<file path="config.mk">
export PLATFORM = sky130hd
export DESIGN_NAME = adc_output_control
export DESIGN_NICKNAME = d
export VERILOG_FILES = /design/src/hdl/adc_ctl_pkg.sv /design/src/hdl/sample_pipe_if.sv /design/src/hdl/sample_pipe.sv /design/src/hdl/adc_output_control.sv
export VERILOG_INCLUDE_DIRS = /design/src /design/src/hdl
export SDC_FILE = /design/constraint.sdc
export NUM_CORES = 1
export LEC_CHECK = 0
export ABC_AREA = 0
export BUFFER_PORTS_ARGS = -buffer_cell sky130_fd_sc_hd__buf_2
export CORE_ASPECT_RATIO = 0.8
export CORE_UTILIZATION = 50
export CTS_CLUSTER_DIAMETER = 30
export DETAILED_ROUTE_END_ITERATION = 7
export PLACE_DENSITY_LB_ADDON = 0.2
export SLEW_MARGIN = 20
export SYNTH_ARGS = -nofsm -noshare
export SYNTH_HDL_FRONTEND = slang
export SYNTH_SLANG_ARGS = --single-unit
</file>
<file path="constraint.sdc">
create_clock -name clk -period 16.38 [get_ports clk]
set_input_delay 0.819 -clock clk [delete_from_list [all_inputs] [get_ports clk]]
set_output_delay 0.819 -clock clk [all_outputs]
set_load 0.01 [all_outputs]
</file>
<file path="src/hdl/adc_ctl_map.svh">
`ifndef ADC_CTL_MAP_SVH
`define ADC_CTL_MAP_SVH

// ****************************************************************
// Register offsets (byte addresses)
// ****************************************************************
`define REG_CONFIG 8'h00
`define REG_POWER 8'h08
`define REG_DIVIDE 8'h0c
`define REG_STATUS 8'h10
`define REG_OUTPUT 8'h14
`define REG_IRQ_STATUS 8'h18
`define REG_IRQ_MASK 8'h1c

// ****************************************************************
// Field positions
// ****************************************************************
`define CFG_FMT_LSB 0
`define CFG_FMT_MSB 1
`define CFG_STAB 2
`define CFG_CLK_INV 3
`define PWR_DOWN 0
`define PWR_STANDBY 1
`define OUT_DIS_A 0
`define OUT_DIS_B 1
`define DIV_MSB 2
`define ST_LOCKED 0
`define ST_BYPASS 1
`define ST_PD 2
`define ST_SERIAL 3
`define ST_REF_ON 4
`define IRQ_OVER_A 0
`define IRQ_OVER_B 1
`define IRQ_LOCK 2
`define IRQ_UNLOCK 3
`define IRQ_W 4

// ****************************************************************
// Reset values
// ****************************************************************
`define CONFIG_RST 8'h04
`define POWER_RST 8'h00
`define DIVIDE_RST 8'h00
`define OUTPUT_RST 8'h00
`define IRQ_MASK_RST 4'h0

// ****************************************************************
// Codes, pins and timing
// ****************************************************************
`define CODE_W 14
`define FS_POS 16'sh1fff
`define FS_NEG 16'she000
`define TC_POS 14'h1fff
`define TC_NEG 14'h2000
`define MSB_FLIP 14'h2000
`define PIPE_LAT 12
`define CLK_MHZ 125
`define CLK_PERIOD_NS 8
`define STAB_MIN_MHZ 20
`define LOCK_TIME_NS 2000
`define PIN_PD 0
`define PIN_DIS 1
`define PIN_FMT 2
`define PIN_STAB 3
`define PIN_SERIAL 4
`define PIN_DUTY 5
`define PIN_W 6
`define RESP_OKAY 2'h0
`define RESP_SLVERR 2'h2

`endif

</file>
<file path="src/hdl/adc_ctl_pkg.sv">
`include "adc_ctl_map.svh"

package adc_ctl_pkg;

  typedef enum logic [1:0] {
    CODE_OFFSET = 2'h0,
    CODE_TWOS = 2'h1,
    CODE_GRAY = 2'h2
  } coding_t;

  // Gray codes along off -> wait -> locked
  typedef enum logic [1:0] {
    LK_OFF = 2'h0,
    LK_WAIT = 2'h1,
    LK_LOCKED = 2'h3
  } lock_state_t;

  typedef struct packed {
    logic over;
    logic [`CODE_W-1:0] code;
  } word_t;

endpackage

</file>
<file path="src/hdl/sample_pipe_if.sv">
interface sample_pipe_if;
  logic shift;
  adc_ctl_pkg::word_t in_a;
  adc_ctl_pkg::word_t in_b;
  adc_ctl_pkg::word_t out_a;
  adc_ctl_pkg::word_t out_b;

  modport pipe (input shift, input in_a, input in_b, output out_a, output out_b);
  modport feed (output shift, output in_a, output in_b, input out_a, input out_b);
endinterface

</file>
<file path="src/hdl/sample_pipe.sv">
`include "adc_ctl_map.svh"

module sample_pipe #(
  parameter int LAT = `PIPE_LAT
) (
  input wire logic clk,
  input wire logic rst,
  sample_pipe_if.pipe p
);
  adc_ctl_pkg::word_t mem_a_q [LAT];
  adc_ctl_pkg::word_t mem_b_q [LAT];

  // ****************************************************************
  // Shift one stage per sample edge; output holds between edges
  // ****************************************************************
  always_ff @(posedge clk)
  begin
    if (rst)
    begin
      for (int i = 0; i < LAT; i++)
      begin
        mem_a_q[i] <= '0;
        mem_b_q[i] <= '0;
      end
    end
    else if (p.shift)
    begin
      mem_a_q[0] <= p.in_a;
      mem_b_q[0] <= p.in_b;
      for (int i = 1; i < LAT; i++)
      begin
        mem_a_q[i] <= mem_a_q[i-1];
        mem_b_q[i] <= mem_b_q[i-1];
      end
    end
  end

  always_ff @(posedge clk)
  begin
    if (rst)
    begin
      p.out_a <= '0;
      p.out_b <= '0;
    end
    else if (p.shift)
    begin
      p.out_a <= mem_a_q[LAT-1];
      p.out_b <= mem_b_q[LAT-1];
    end
  end

endmodule // sample_pipe

</file>
<file path="src/hdl/adc_output_control.sv">
// The placing of the registers and the AXI4-Lite register port were left to the implementer.
`include "adc_ctl_map.svh"

module adc_output_control (
  input wire logic clk,
  input wire logic rst,
  input wire logic [15:0] sample_a,
  input wire logic [15:0] sample_b,
  input wire logic power_down_ctl_pin,
  input wire logic monitor_out_or_output_disable_pin,
  input wire logic serial_clock_or_format_select_pin,
  input wire logic serial_io_or_stabilizer_select_pin,
  input wire logic serial_mode_pin,
  input wire logic raw_clk_duty,
  output logic [`CODE_W-1:0] data_a,
  output logic [`CODE_W-1:0] data_b,
  output logic overrange_flag_a,
  output logic overrange_flag_b,
  output logic data_oe_a,
  output logic data_oe_b,
  output logic data_clock_out_a,
  output logic data_clock_out_b,
  output logic data_clock_out_oe,
  output logic internal_clk,
  output logic irq,
  input wire logic [7:0] s_axi_awaddr,
  input wire logic s_axi_awvalid,
  output logic s_axi_awready,
  input wire logic [31:0] s_axi_wdata,
  input wire logic [3:0] s_axi_wstrb,
  input wire logic s_axi_wvalid,
  output logic s_axi_wready,
  output logic [1:0] s_axi_bresp,
  output logic s_axi_bvalid,
  input wire logic s_axi_bready,
  input wire logic [7:0] s_axi_araddr,
  input wire logic s_axi_arvalid,
  output logic s_axi_arready,
  output logic [31:0] s_axi_rdata,
  output logic [1:0] s_axi_rresp,
  output logic s_axi_rvalid,
  input wire logic s_axi_rready
);
  localparam int LOCK_CYC = (`LOCK_TIME_NS + `CLK_PERIOD_NS - 1) / `CLK_PERIOD_NS;
  localparam int LAT = `PIPE_LAT;
  localparam int LAT_CHK = `PIPE_LAT + 1;

  function automatic adc_ctl_pkg::word_t encode(input logic [15:0] s, input adc_ctl_pkg::coding_t f);
    adc_ctl_pkg::word_t w;
    logic [`CODE_W-1:0] ob;
    w.over = 1'b0;
    w.code = s[`CODE_W-1:0];
    if ($signed(s) > `FS_POS)
    begin
      w.over = 1'b1;
      w.code = `TC_POS;
    end
    else if ($signed(s) < `FS_NEG)
    begin
      w.over = 1'b1;
      w.code = `TC_NEG;
    end
    ob = w.code ^ `MSB_FLIP;
    case (f)
      adc_ctl_pkg::CODE_TWOS: w.code = w.code;
      adc_ctl_pkg::CODE_GRAY: w.code = ob ^ (ob >> 1);
      default: w.code = ob;
    endcase
    return w;
  endfunction

  // Loop cannot track below the minimum rate
  function automatic logic too_slow(input logic [2:0] div);
    return `CLK_MHZ < `STAB_MIN_MHZ * (int'(div) + 1);
  endfunction

  // ****************************************************************
  // Pin synchronisers and mode strap
  // ****************************************************************
  logic [`PIN_W-1:0] pin_s1_q, pin_s2_q;
  logic rst_d_q, serial_q;

  always_ff @(posedge clk)
  begin
    pin_s1_q <= {raw_clk_duty, serial_mode_pin, serial_io_or_stabilizer_select_pin,
                 serial_clock_or_format_select_pin, monitor_out_or_output_disable_pin, power_down_ctl_pin};
    pin_s2_q <= pin_s1_q;
  end

  // Strap is caught on the first cycle after reset release
  always_ff @(posedge clk)
  begin
    rst_d_q <= rst;
    if (rst_d_q && !rst)
      serial_q <= pin_s2_q[`PIN_SERIAL];
  end

  // ****************************************************************
  // Register file and AXI4-Lite slave
  // ****************************************************************
  logic [7:0] config_q, power_q, divide_q, output_q;
  logic [`IRQ_W-1:0] irq_stat_q, irq_mask_q, irq_set;
  logic aw_have_q, w_have_q;
  logic [7:0] aw_addr_q;
  logic [31:0] w_data_q;
  logic [3:0] w_strb_q;
  logic [31:0] status_word;
  logic do_write, rd_take, wr_map, rd_map, rd_clear_irq;
  logic [31:0] rd_word;

  assign s_axi_awready = !aw_have_q && !s_axi_bvalid;
  assign s_axi_wready = !w_have_q && !s_axi_bvalid;
  assign s_axi_arready = !s_axi_rvalid;
  assign do_write = aw_have_q && w_have_q && !s_axi_bvalid;
  assign rd_take = s_axi_arvalid && s_axi_arready;
  assign wr_map = aw_addr_q == `REG_CONFIG || aw_addr_q == `REG_POWER || aw_addr_q == `REG_DIVIDE
                  || aw_addr_q == `REG_OUTPUT || aw_addr_q == `REG_IRQ_MASK;
  assign rd_clear_irq = rd_take && s_axi_araddr == `REG_IRQ_STATUS;

  always_comb
  begin
    rd_map = 1'b1;
    rd_word = '0;
    case (s_axi_araddr)
      `REG_CONFIG: rd_word[7:0] = config_q;
      `REG_POWER: rd_word[7:0] = power_q;
      `REG_DIVIDE: rd_word[7:0] = divide_q;
      `REG_STATUS: rd_word = status_word;
      `REG_OUTPUT: rd_word[7:0] = output_q;
      `REG_IRQ_STATUS: rd_word[`IRQ_W-1:0] = irq_stat_q;
      `REG_IRQ_MASK: rd_word[`IRQ_W-1:0] = irq_mask_q;
      default: rd_map = 1'b0;
    endcase
  end

  always_ff @(posedge clk)
  begin
    if (rst)
    begin
      aw_have_q <= 1'b0;
      w_have_q <= 1'b0;
      aw_addr_q <= '0;
      w_data_q <= '0;
      w_strb_q <= '0;
      s_axi_bvalid <= 1'b0;
      s_axi_bresp <= `RESP_OKAY;
    end
    else
    begin
      if (s_axi_awvalid && s_axi_awready)
      begin
        aw_have_q <= 1'b1;
        aw_addr_q <= s_axi_awaddr;
      end
      if (s_axi_wvalid && s_axi_wready)
      begin
        w_have_q <= 1'b1;
        w_data_q <= s_axi_wdata;
        w_strb_q <= s_axi_wstrb;
      end
      if (do_write)
      begin
        aw_have_q <= 1'b0;
        w_have_q <= 1'b0;
        s_axi_bvalid <= 1'b1;
        s_axi_bresp <= wr_map ? `RESP_OKAY : `RESP_SLVERR;
      end
      else if (s_axi_bvalid && s_axi_bready)
        s_axi_bvalid <= 1'b0;
    end
  end

  // All fields live in byte lane 0
  always_ff @(posedge clk)
  begin
    if (rst)
    begin
      config_q <= `CONFIG_RST;
      power_q <= `POWER_RST;
      divide_q <= `DIVIDE_RST;
      output_q <= `OUTPUT_RST;
      irq_mask_q <= `IRQ_MASK_RST;
    end
    else if (do_write && w_strb_q[0])
    begin
      case (aw_addr_q)
        `REG_CONFIG: config_q <= w_data_q[7:0];
        `REG_POWER: power_q <= w_data_q[7:0];
        `REG_DIVIDE: divide_q <= {5'h00, w_data_q[`DIV_MSB:0]};
        `REG_OUTPUT: output_q <= w_data_q[7:0];
        `REG_IRQ_MASK: irq_mask_q <= w_data_q[`IRQ_W-1:0];
        default: config_q <= config_q;
      endcase
    end
  end

  always_ff @(posedge clk)
  begin
    if (rst)
    begin
      s_axi_rvalid <= 1'b0;
      s_axi_rdata <= '0;
      s_axi_rresp <= `RESP_OKAY;
    end
    else if (rd_take)
    begin
      s_axi_rvalid <= 1'b1;
      s_axi_rdata <= rd_word;
      s_axi_rresp <= rd_map ? `RESP_OKAY : `RESP_SLVERR;
    end
    else if (s_axi_rready)
      s_axi_rvalid <= 1'b0;
  end

  // ****************************************************************
  // Mode selection, power and clock divider
  // ****************************************************************
  adc_ctl_pkg::coding_t fmt_eff;
  logic stab_sel, stab_eff, pd_active, standby, sample_en;
  logic [2:0] div_cnt_q;

  always_comb
  begin
    if (serial_q)
      fmt_eff = adc_ctl_pkg::coding_t'(config_q[`CFG_FMT_MSB:`CFG_FMT_LSB]);
    else
      fmt_eff = pin_s2_q[`PIN_FMT] ? adc_ctl_pkg::CODE_TWOS : adc_ctl_pkg::CODE_OFFSET;
  end

  assign stab_sel = serial_q ? config_q[`CFG_STAB] : pin_s2_q[`PIN_STAB];
  assign stab_eff = stab_sel || divide_q[`DIV_MSB:0] != 3'h0;
  assign pd_active = pin_s2_q[`PIN_PD] || (serial_q && power_q[`PWR_DOWN]);
  // Standby stops the sample clock but leaves the reference up
  assign standby = serial_q && power_q[`PWR_STANDBY];
  assign sample_en = div_cnt_q == 3'h0 && !pd_active && !standby;

  always_ff @(posedge clk)
  begin
    if (rst || div_cnt_q >= divide_q[`DIV_MSB:0])
      div_cnt_q <= 3'h0;
    else
      div_cnt_q <= div_cnt_q + 3'h1;
  end

  // ****************************************************************
  // Duty-cycle stabilizer lock model
  // ****************************************************************
  adc_ctl_pkg::lock_state_t lk_q;
  logic [$clog2(LOCK_CYC+1)-1:0] lk_cnt_q;
  logic [2:0] div_seen_q;
  logic locked, rate_change;

  assign locked = lk_q == adc_ctl_pkg::LK_LOCKED;
  assign rate_change = div_seen_q != divide_q[`DIV_MSB:0];

  always_ff @(posedge clk)
  begin
    if (rst)
    begin
      lk_q <= adc_ctl_pkg::LK_OFF;
      lk_cnt_q <= '0;
      div_seen_q <= '0;
    end
    else
    begin
      div_seen_q <= divide_q[`DIV_MSB:0];
      if (!stab_eff || pd_active || too_slow(divide_q[`DIV_MSB:0]))
        lk_q <= adc_ctl_pkg::LK_OFF;
      else
        case (lk_q)
          adc_ctl_pkg::LK_OFF:
          begin
            lk_q <= adc_ctl_pkg::LK_WAIT;
            lk_cnt_q <= '0;
          end
          adc_ctl_pkg::LK_WAIT:
          begin
            // Relock time sits inside the window the controller waits out
            if (rate_change)
              lk_cnt_q <= '0;
            else if (int'(lk_cnt_q) == LOCK_CYC - 1)
              lk_q <= adc_ctl_pkg::LK_LOCKED;
            else
              lk_cnt_q <= lk_cnt_q + 1'b1;
          end
          adc_ctl_pkg::LK_LOCKED:
          begin
            if (rate_change)
            begin
              lk_q <= adc_ctl_pkg::LK_WAIT;
              lk_cnt_q <= '0;
            end
          end
          default: lk_q <= adc_ctl_pkg::LK_OFF;
        endcase
    end
  end

  // Locked: high for the first half of each sample period, rounded up to whole cycles; else raw duty
  always_ff @(posedge clk)
  begin
    if (rst)
      internal_clk <= 1'b0;
    else if (locked)
      internal_clk <= {1'b0, div_cnt_q} <= {1'b0, divide_q[`DIV_MSB:0]} >> 1;
    else
      internal_clk <= pin_s2_q[`PIN_DUTY];
  end

  // ****************************************************************
  // Sample pipeline and outputs
  // ****************************************************************
  sample_pipe_if pif ();
  adc_ctl_pkg::word_t feed_a, feed_b;
  logic sample_en_d_q;

  assign feed_a = encode(sample_a, fmt_eff);
  assign feed_b = encode(sample_b, fmt_eff);
  assign pif.shift = sample_en;
  assign pif.in_a = feed_a;
  assign pif.in_b = feed_b;
  assign {overrange_flag_a, data_a} = pif.out_a;
  assign {overrange_flag_b, data_b} = pif.out_b;

  sample_pipe #(.LAT(LAT)) u_pipe (.clk(clk), .rst(rst), .p(pif));

  // Enables change slowly; not meant for bus sharing
  always_ff @(posedge clk)
  begin
    if (rst)
    begin
      data_oe_a <= 1'b0;
      data_oe_b <= 1'b0;
      data_clock_out_oe <= 1'b0;
    end
    else
    begin
      data_oe_a <= !pd_active && !pin_s2_q[`PIN_DIS] && !(serial_q && output_q[`OUT_DIS_A]);
      data_oe_b <= !pd_active && !pin_s2_q[`PIN_DIS] && !(serial_q && output_q[`OUT_DIS_B]);
      data_clock_out_oe <= !pd_active;
    end
  end

  // Edge one cycle after the data update, rising unless CFG_CLK_INV inverts it; at ratio one it stays at that level
  always_ff @(posedge clk)
  begin
    if (rst)
    begin
      sample_en_d_q <= 1'b0;
      data_clock_out_a <= 1'b0;
      data_clock_out_b <= 1'b0;
    end
    else
    begin
      sample_en_d_q <= sample_en;
      data_clock_out_a <= sample_en_d_q ^ config_q[`CFG_CLK_INV];
      data_clock_out_b <= sample_en_d_q ^ config_q[`CFG_CLK_INV];
    end
  end

  // ****************************************************************
  // Status and interrupts
  // ****************************************************************
  logic locked_d_q;

  assign status_word = {27'h0, !pd_active, serial_q, pd_active, !locked, locked};
  assign irq_set = {locked_d_q && !locked, !locked_d_q && locked,
                    sample_en_d_q && overrange_flag_b, sample_en_d_q && overrange_flag_a};

  always_ff @(posedge clk)
  begin
    if (rst)
    begin
      locked_d_q <= 1'b0;
      irq_stat_q <= '0;
      irq <= 1'b0;
    end
    else
    begin
      locked_d_q <= locked;
      irq_stat_q <= (irq_stat_q & ~{`IRQ_W{rd_clear_irq}}) | irq_set;
      irq <= |(irq_stat_q & irq_mask_q);
    end
  end

  logic [4:0] run_q;
  always_ff @(posedge clk)
  begin
    if (rst || !sample_en)
      run_q <= '0;
    else if (run_q != 5'h1f)
      run_q <= run_q + 5'h01;
  end
endmodule // adc_output_control

</file>
Word-level counts from Yosys, hierarchy flattened. Memory sizes are Yosys's and may differ from the RTL's. A register that Yosys moved wholly into a read port is not among the register bits. Cells that the tools add are included.

Register bits: 106. Latch bits: 0. RAM bits: 360. ROM bits: 0. Bits of input ports: 97. Output and inout bits: 78. Word-level logic and storage cells: 220. Memories kept: 2.

Add/subtract/negate cells: 3. Multipliers: 1. Divide/modulo/power cells: 0. Magnitude comparators: 7. Equal/unequal tests: 20. Shift operators: 0. Multiplexer cells: 56. Bitwise gates (word level): 34. Reduce and logical (&&, ||, !) cells: 65.

Memories: u_pipe.mem_a_q (depth 12, width 15, read ports 12, clocked after Yosys merged registers in 1, write ports 12, line sample_pipe.sv:10) `adc_ctl_pkg::word_t mem_a_q [LAT];`; u_pipe.mem_b_q (depth 12, width 15, read ports 12, clocked after Yosys merged registers in 1, write ports 12, line sample_pipe.sv:11) `adc_ctl_pkg::word_t mem_b_q [LAT];`.

Operator list (count): $mux 15 (28); $pmux 14 s2 (2); $eq 8x5->1 const B (6); $eq 8x4->1 const B (5); $gt 16x14->1 const B (2); $lt 16x14->1 const B (2); $pmux 4 s7 (1); $xor 14x13->14 (2); $logic_and 1x1->1 (24); $mux 8 (3); $or 1x1->1 (24); $pmux 8 s3 (1); $logic_not 8->1 (2); $pmux 4 s4 (1); $logic_not 1->1 (13); $mux 1 (13); $mux 2 (6); $reduce_and 2->1 (5); $logic_or 1x1->1 (9); $lt 7x9->1 const A (1); $add 8x1->8 const B (1); $and 4x4->4 (2); $mul 3x4->7 const A (1); $reduce_or 7->1 (1); other kinds (23) (31).

Logic depth before layout (Yosys ltp).
Depth after elaboration: 9. Mapped depth: 10. Gate-level depth less buffers: 8.

Modules after synthesis. A second synthesis with hierarchy kept.

Cell total of the unflattened synthesis: 1496. Area total of the unflattened synthesis: 19672.6 sq um.

By module, submodules not included: sample_pipe (instances 1, cells an instance 859, area an instance 14335.0 sq um, sequential area each 11410.9 sq um); adc_output_control (instances 1, cells an instance 637, area an instance 5337.6 sq um, sequential area each 2092.0 sq um).

Worst setup path before layout. OpenSTA, ideal clock, no wires.

Path type: reg-to-reg. From: register serial_q. To: memory u_pipe.mem_a_q[0][0] in the netlist's numbering, enable pin. Setup time: 0.707 ns. Arrival: 8.042 ns. Required time: 15.673 ns. Path slack: 7.631 ns. Cell stages (with the launch flop): 6. Buffers on the path: 2. Period minus slack after synthesis: 8.749 ns. Cells stage by stage: edfxtp_1 -> buf_2 -> a211oi_1 -> a21oi_1 -> clkbuf_1 -> inv_1.

RTL lines: start, declared (line adc_output_control.sv:81) `logic rst_d_q, serial_q;`; start signal, assigned (line adc_output_control.sv:95) `` serial_q <= pin_s2_q[`PIN_SERIAL]; ``; end, declared (line sample_pipe.sv:10).

==> impl_metrics.env <==
export IMPL_hold_violations=0
export IMPL_syn_area_sq_um=19600
export IMPL_grt_pass1_wl_mm=51.1
export IMPL_syn_area_per_cell_sq_um=13.2
export IMPL_post_dp_hpwl_mm=17.6
export IMPL_clock_sinks=494
export IMPL_ys_types=60
export IMPL_clock_skew_ns=0.0188
export IMPL_ys_seq_area_share_pct=69.0
export IMPL_synth_compound_area_share_pct=5.65
export IMPL_start_util_pct=51.0
export IMPL_worstPathMaxFanout=183
export IMPL_irDropWorstVdd_uv=72.4
export IMPL_leakage_nw=10.2
export IMPL_report_final_setup_viol=0
export IMPL_io_buffer_count=121
export IMPL_cts_resized_gates=0
export IMPL_ys_ff_latch=494
export IMPL_crit_buf_inv=4
export IMPL_hold_buffers=0
export IMPL_io_pins=175
export IMPL_die_area_sq_um=39900
export IMPL_tightest_slew_ns=0.983
export IMPL_grt_usage_pct=15.8
export IMPL_timing_hold_ws_ns=0.319
export IMPL_post_cts_buffers=0
export IMPL_p_per_area_nw_per_um2=141
export IMPL_antenna_left=0
export IMPL_maxCapViolations=0
export IMPL_drcViolationCount=0
export IMPL_hp_class="reg -> reg"
export IMPL_synth_xor_area_share_pct=0.224
export IMPL_slowest_stage="buf_4"
export IMPL_path_clk_slew_ns=0.05
export IMPL_relSlewSlack_pct=34.5
export IMPL_synth_flop_cell="edfxtp_1"
export IMPL_vias=11100
export IMPL_clockBufferDepth=3
export IMPL_numCtsBuffers=81
export IMPL_place_gp_congestion=0.821
export IMPL_period_minus_slack_ns=4.31
export IMPL_grt_overflow=0
export IMPL_grt_max_degree=184
export IMPL_yosysWarningCount=0
export IMPL_synth_edf_count=361
export IMPL_dr_pass1_iters=5
export IMPL_endpoint_kind="flop"
export IMPL_yosys_mux_area_fraction_pct=3.79
export IMPL_antenna_found_initial=0
export IMPL_netlist_instances=1483
export IMPL_worstPathArrival_ns=4.50
export IMPL_vias_per_cell=5.18
export IMPL_h_tree_depth=3
export IMPL_critical_path_top_delay_family="buffers and inverters"
export IMPL_status="completed"
export IMPL_synth_simple_area_share_pct=16.9
export IMPL_critPathLaunchType="flop"
export IMPL_die_h_um=179
export IMPL_setup_tns_ns=0
export IMPL_slowest_delay_ns=0.89
export IMPL_fmax_mhz=232
export IMPL_grt_setup_unrepaired="no"
export IMPL_synth_top_family_by_area="simple AND/OR/NAND/NOR gates"
export IMPL_critical_path_class="reg -> reg"
export IMPL_die_x_um=223
export IMPL_crit_chain="a21oi_1, a21oi_2, buf_4, clkinv_8, buf_6, buf_4"
export IMPL_cts_root_buf="clkbuf_16"
export IMPL_synthAdderAreaFrac_pct=0.703
export IMPL_cts_tree="built"
export IMPL_grt_pass1_vias=10400
export IMPL_synthArstFlopShare_pct=0
export IMPL_slew_viol_final=0
export IMPL_synthToLayoutAreaGrowth_pct=18.8
export IMPL_nets=1699
export IMPL_fp_coreArea_sq_um=38400
export IMPL_initialDrtViolationCount=730
export IMPL_cp_required_ns=16.57
export IMPL_finalWirelength_mm=31.1
export IMPL_wl_per_cell_um=14.5
export IMPL_path_common_cell="buf_4"
export IMPL_rows=64
export IMPL_min_period_over_period_pct=26.3
export IMPL_clk_latency_ns=0.58
export IMPL_diodes=0
export IMPL_drive_above_1_share_pct=17.5
## final timing paths
| kind | from | slack (ns) | depth (start not counted) | endpoint |
|---|---|---|---|---|
| worst max-delay path | serial_q$_DFFE_PP_ | 12.07 | 6 | u_pipe.mem_b_q[1][6]$_SDFFCE_PN0P_ |
| worst min-delay path | pin_s1_q[5]$_DFF_P_ | 0.32 | 0 | pin_s2_q[5]$_DFF_P_ |
| worst max register to register | serial_q$_DFFE_PP_ | 12.07 | 6 | u_pipe.mem_b_q[1][6]$_SDFFCE_PN0P_ |
| worst min register to register | pin_s1_q[5]$_DFF_P_ | 0.32 | 0 | pin_s2_q[5]$_DFF_P_ |
## state kept, by name, summed over array words and instances, names as in the netlist, 15 cells and up
register	flops
u_pipe.p.out_b	15
u_pipe.mem_b_q	180
u_pipe.p.out_a	15
u_pipe.mem_a_q	180
## logic make-up (layout without fill, tap and decap cells)
group | count (synthesis) | count (layout)
and+or+nand+nor | 581 | 581
DFF | 494 | 494
AOI/OAI and AO/OA | 163 | 163
buffers and inverters | 158 | 308
muxes | 70 | 70
adders and majority gates | 11 | 11
xor gates and xnor gates | 5 | 5
other | 1 | 26
## area by class of cell
| class | count | area [sq um] |
|---|---|---|
| inverter | 26 | 115 |
| clock buffer | 99 | 2200 |
| fill | 2982 | 15100 |
| timing repair buffer | 132 | 714 |
| tap | 495 | 619 |
| multi-input combinational | 856 | 5470 |
| clock inverter | 51 | 627 |
| sequential | 494 | 13500 |
## placed cells by master, fill, tap and decap left out, drive strengths merged, types with 3 or more instances in the layout
master,instances
a211oi,7
a21oi,40
a221o,5
a22o,32
a22oi,10
a2bb2oi,5
a31oi,10
and2,3
and3,276
buf,132
bufinv,12
clkbuf,99
clkinv,26
clkinvlp,7
conb,26
dfxtp,133
edfxtp,361
ha,11
inv,32
mux2,13
mux2i,55
nand2,50
nand2b,7
nand3,10
nand3b,5
nand4,5
nor2,107
nor2b,71
nor3,18
nor3b,10
nor4,3
o21ai,34
o21bai,3
o2bb2ai,4
or3,5
xor2,3
## Yosys cell counts (11+ instances only)
master	number	area, sq um
and3_1	276	1730
nor2_1	107	402
mux2_2	13	146
mux2i_1	55	551
buf_4	29	218
nor2b_1	71	444
inv_1	26	97.6
dfxtp_1	133	2660
a22o_1	32	280
ha_1	11	138
nand2_1	50	188
edfxtp_1	361	10800
a21oi_1	40	200
o21ai_0	34	170
clkbuf_1	85	319
nor3_1	18	90.1
## power by group
group / switching, mW / internal, mW
clock: 0.567 / 1.15
combinational: 0.0769 / 0.0446
sequential: 0.0197 / 1.42
total: 0.663 / 2.61
## per-stage QoR
| stage | utilization (%) | worst slack [ns] | cells | instance area (sq um) | total power [mW] |
|---|---|---|---|---|---|
| after floorplan | - | 7.63 | 1508 | 19700 | 1.56 |
| after global placement | 53.1 | 11.48 | 2002 | 20400 | 1.58 |
| after detailed placement | 53.1 | 11.37 | 2002 | 20400 | 1.58 |
| after CTS | 60.5 | 11.39 | 2152 | 23200 | 3.31 |
| after global routing | 60.6 | 11.62 | 2153 | 23200 | 3.39 |
| final | 60.6 | 12.07 | 2153 | 23200 | 3.27 |
## layer usage
metal	wire length [um]	part of all wire, %	vias up	track usage, %
met4	725	2.3	0	5.98
met2	13500	43	257	24.2
li1	-	-	5644	-
met5	0	0	-	0
met3	1630	5.2	64	4.52
met1	15300	49	5180	21.6
Note: power is estimated with default switching activity, not from simulation.
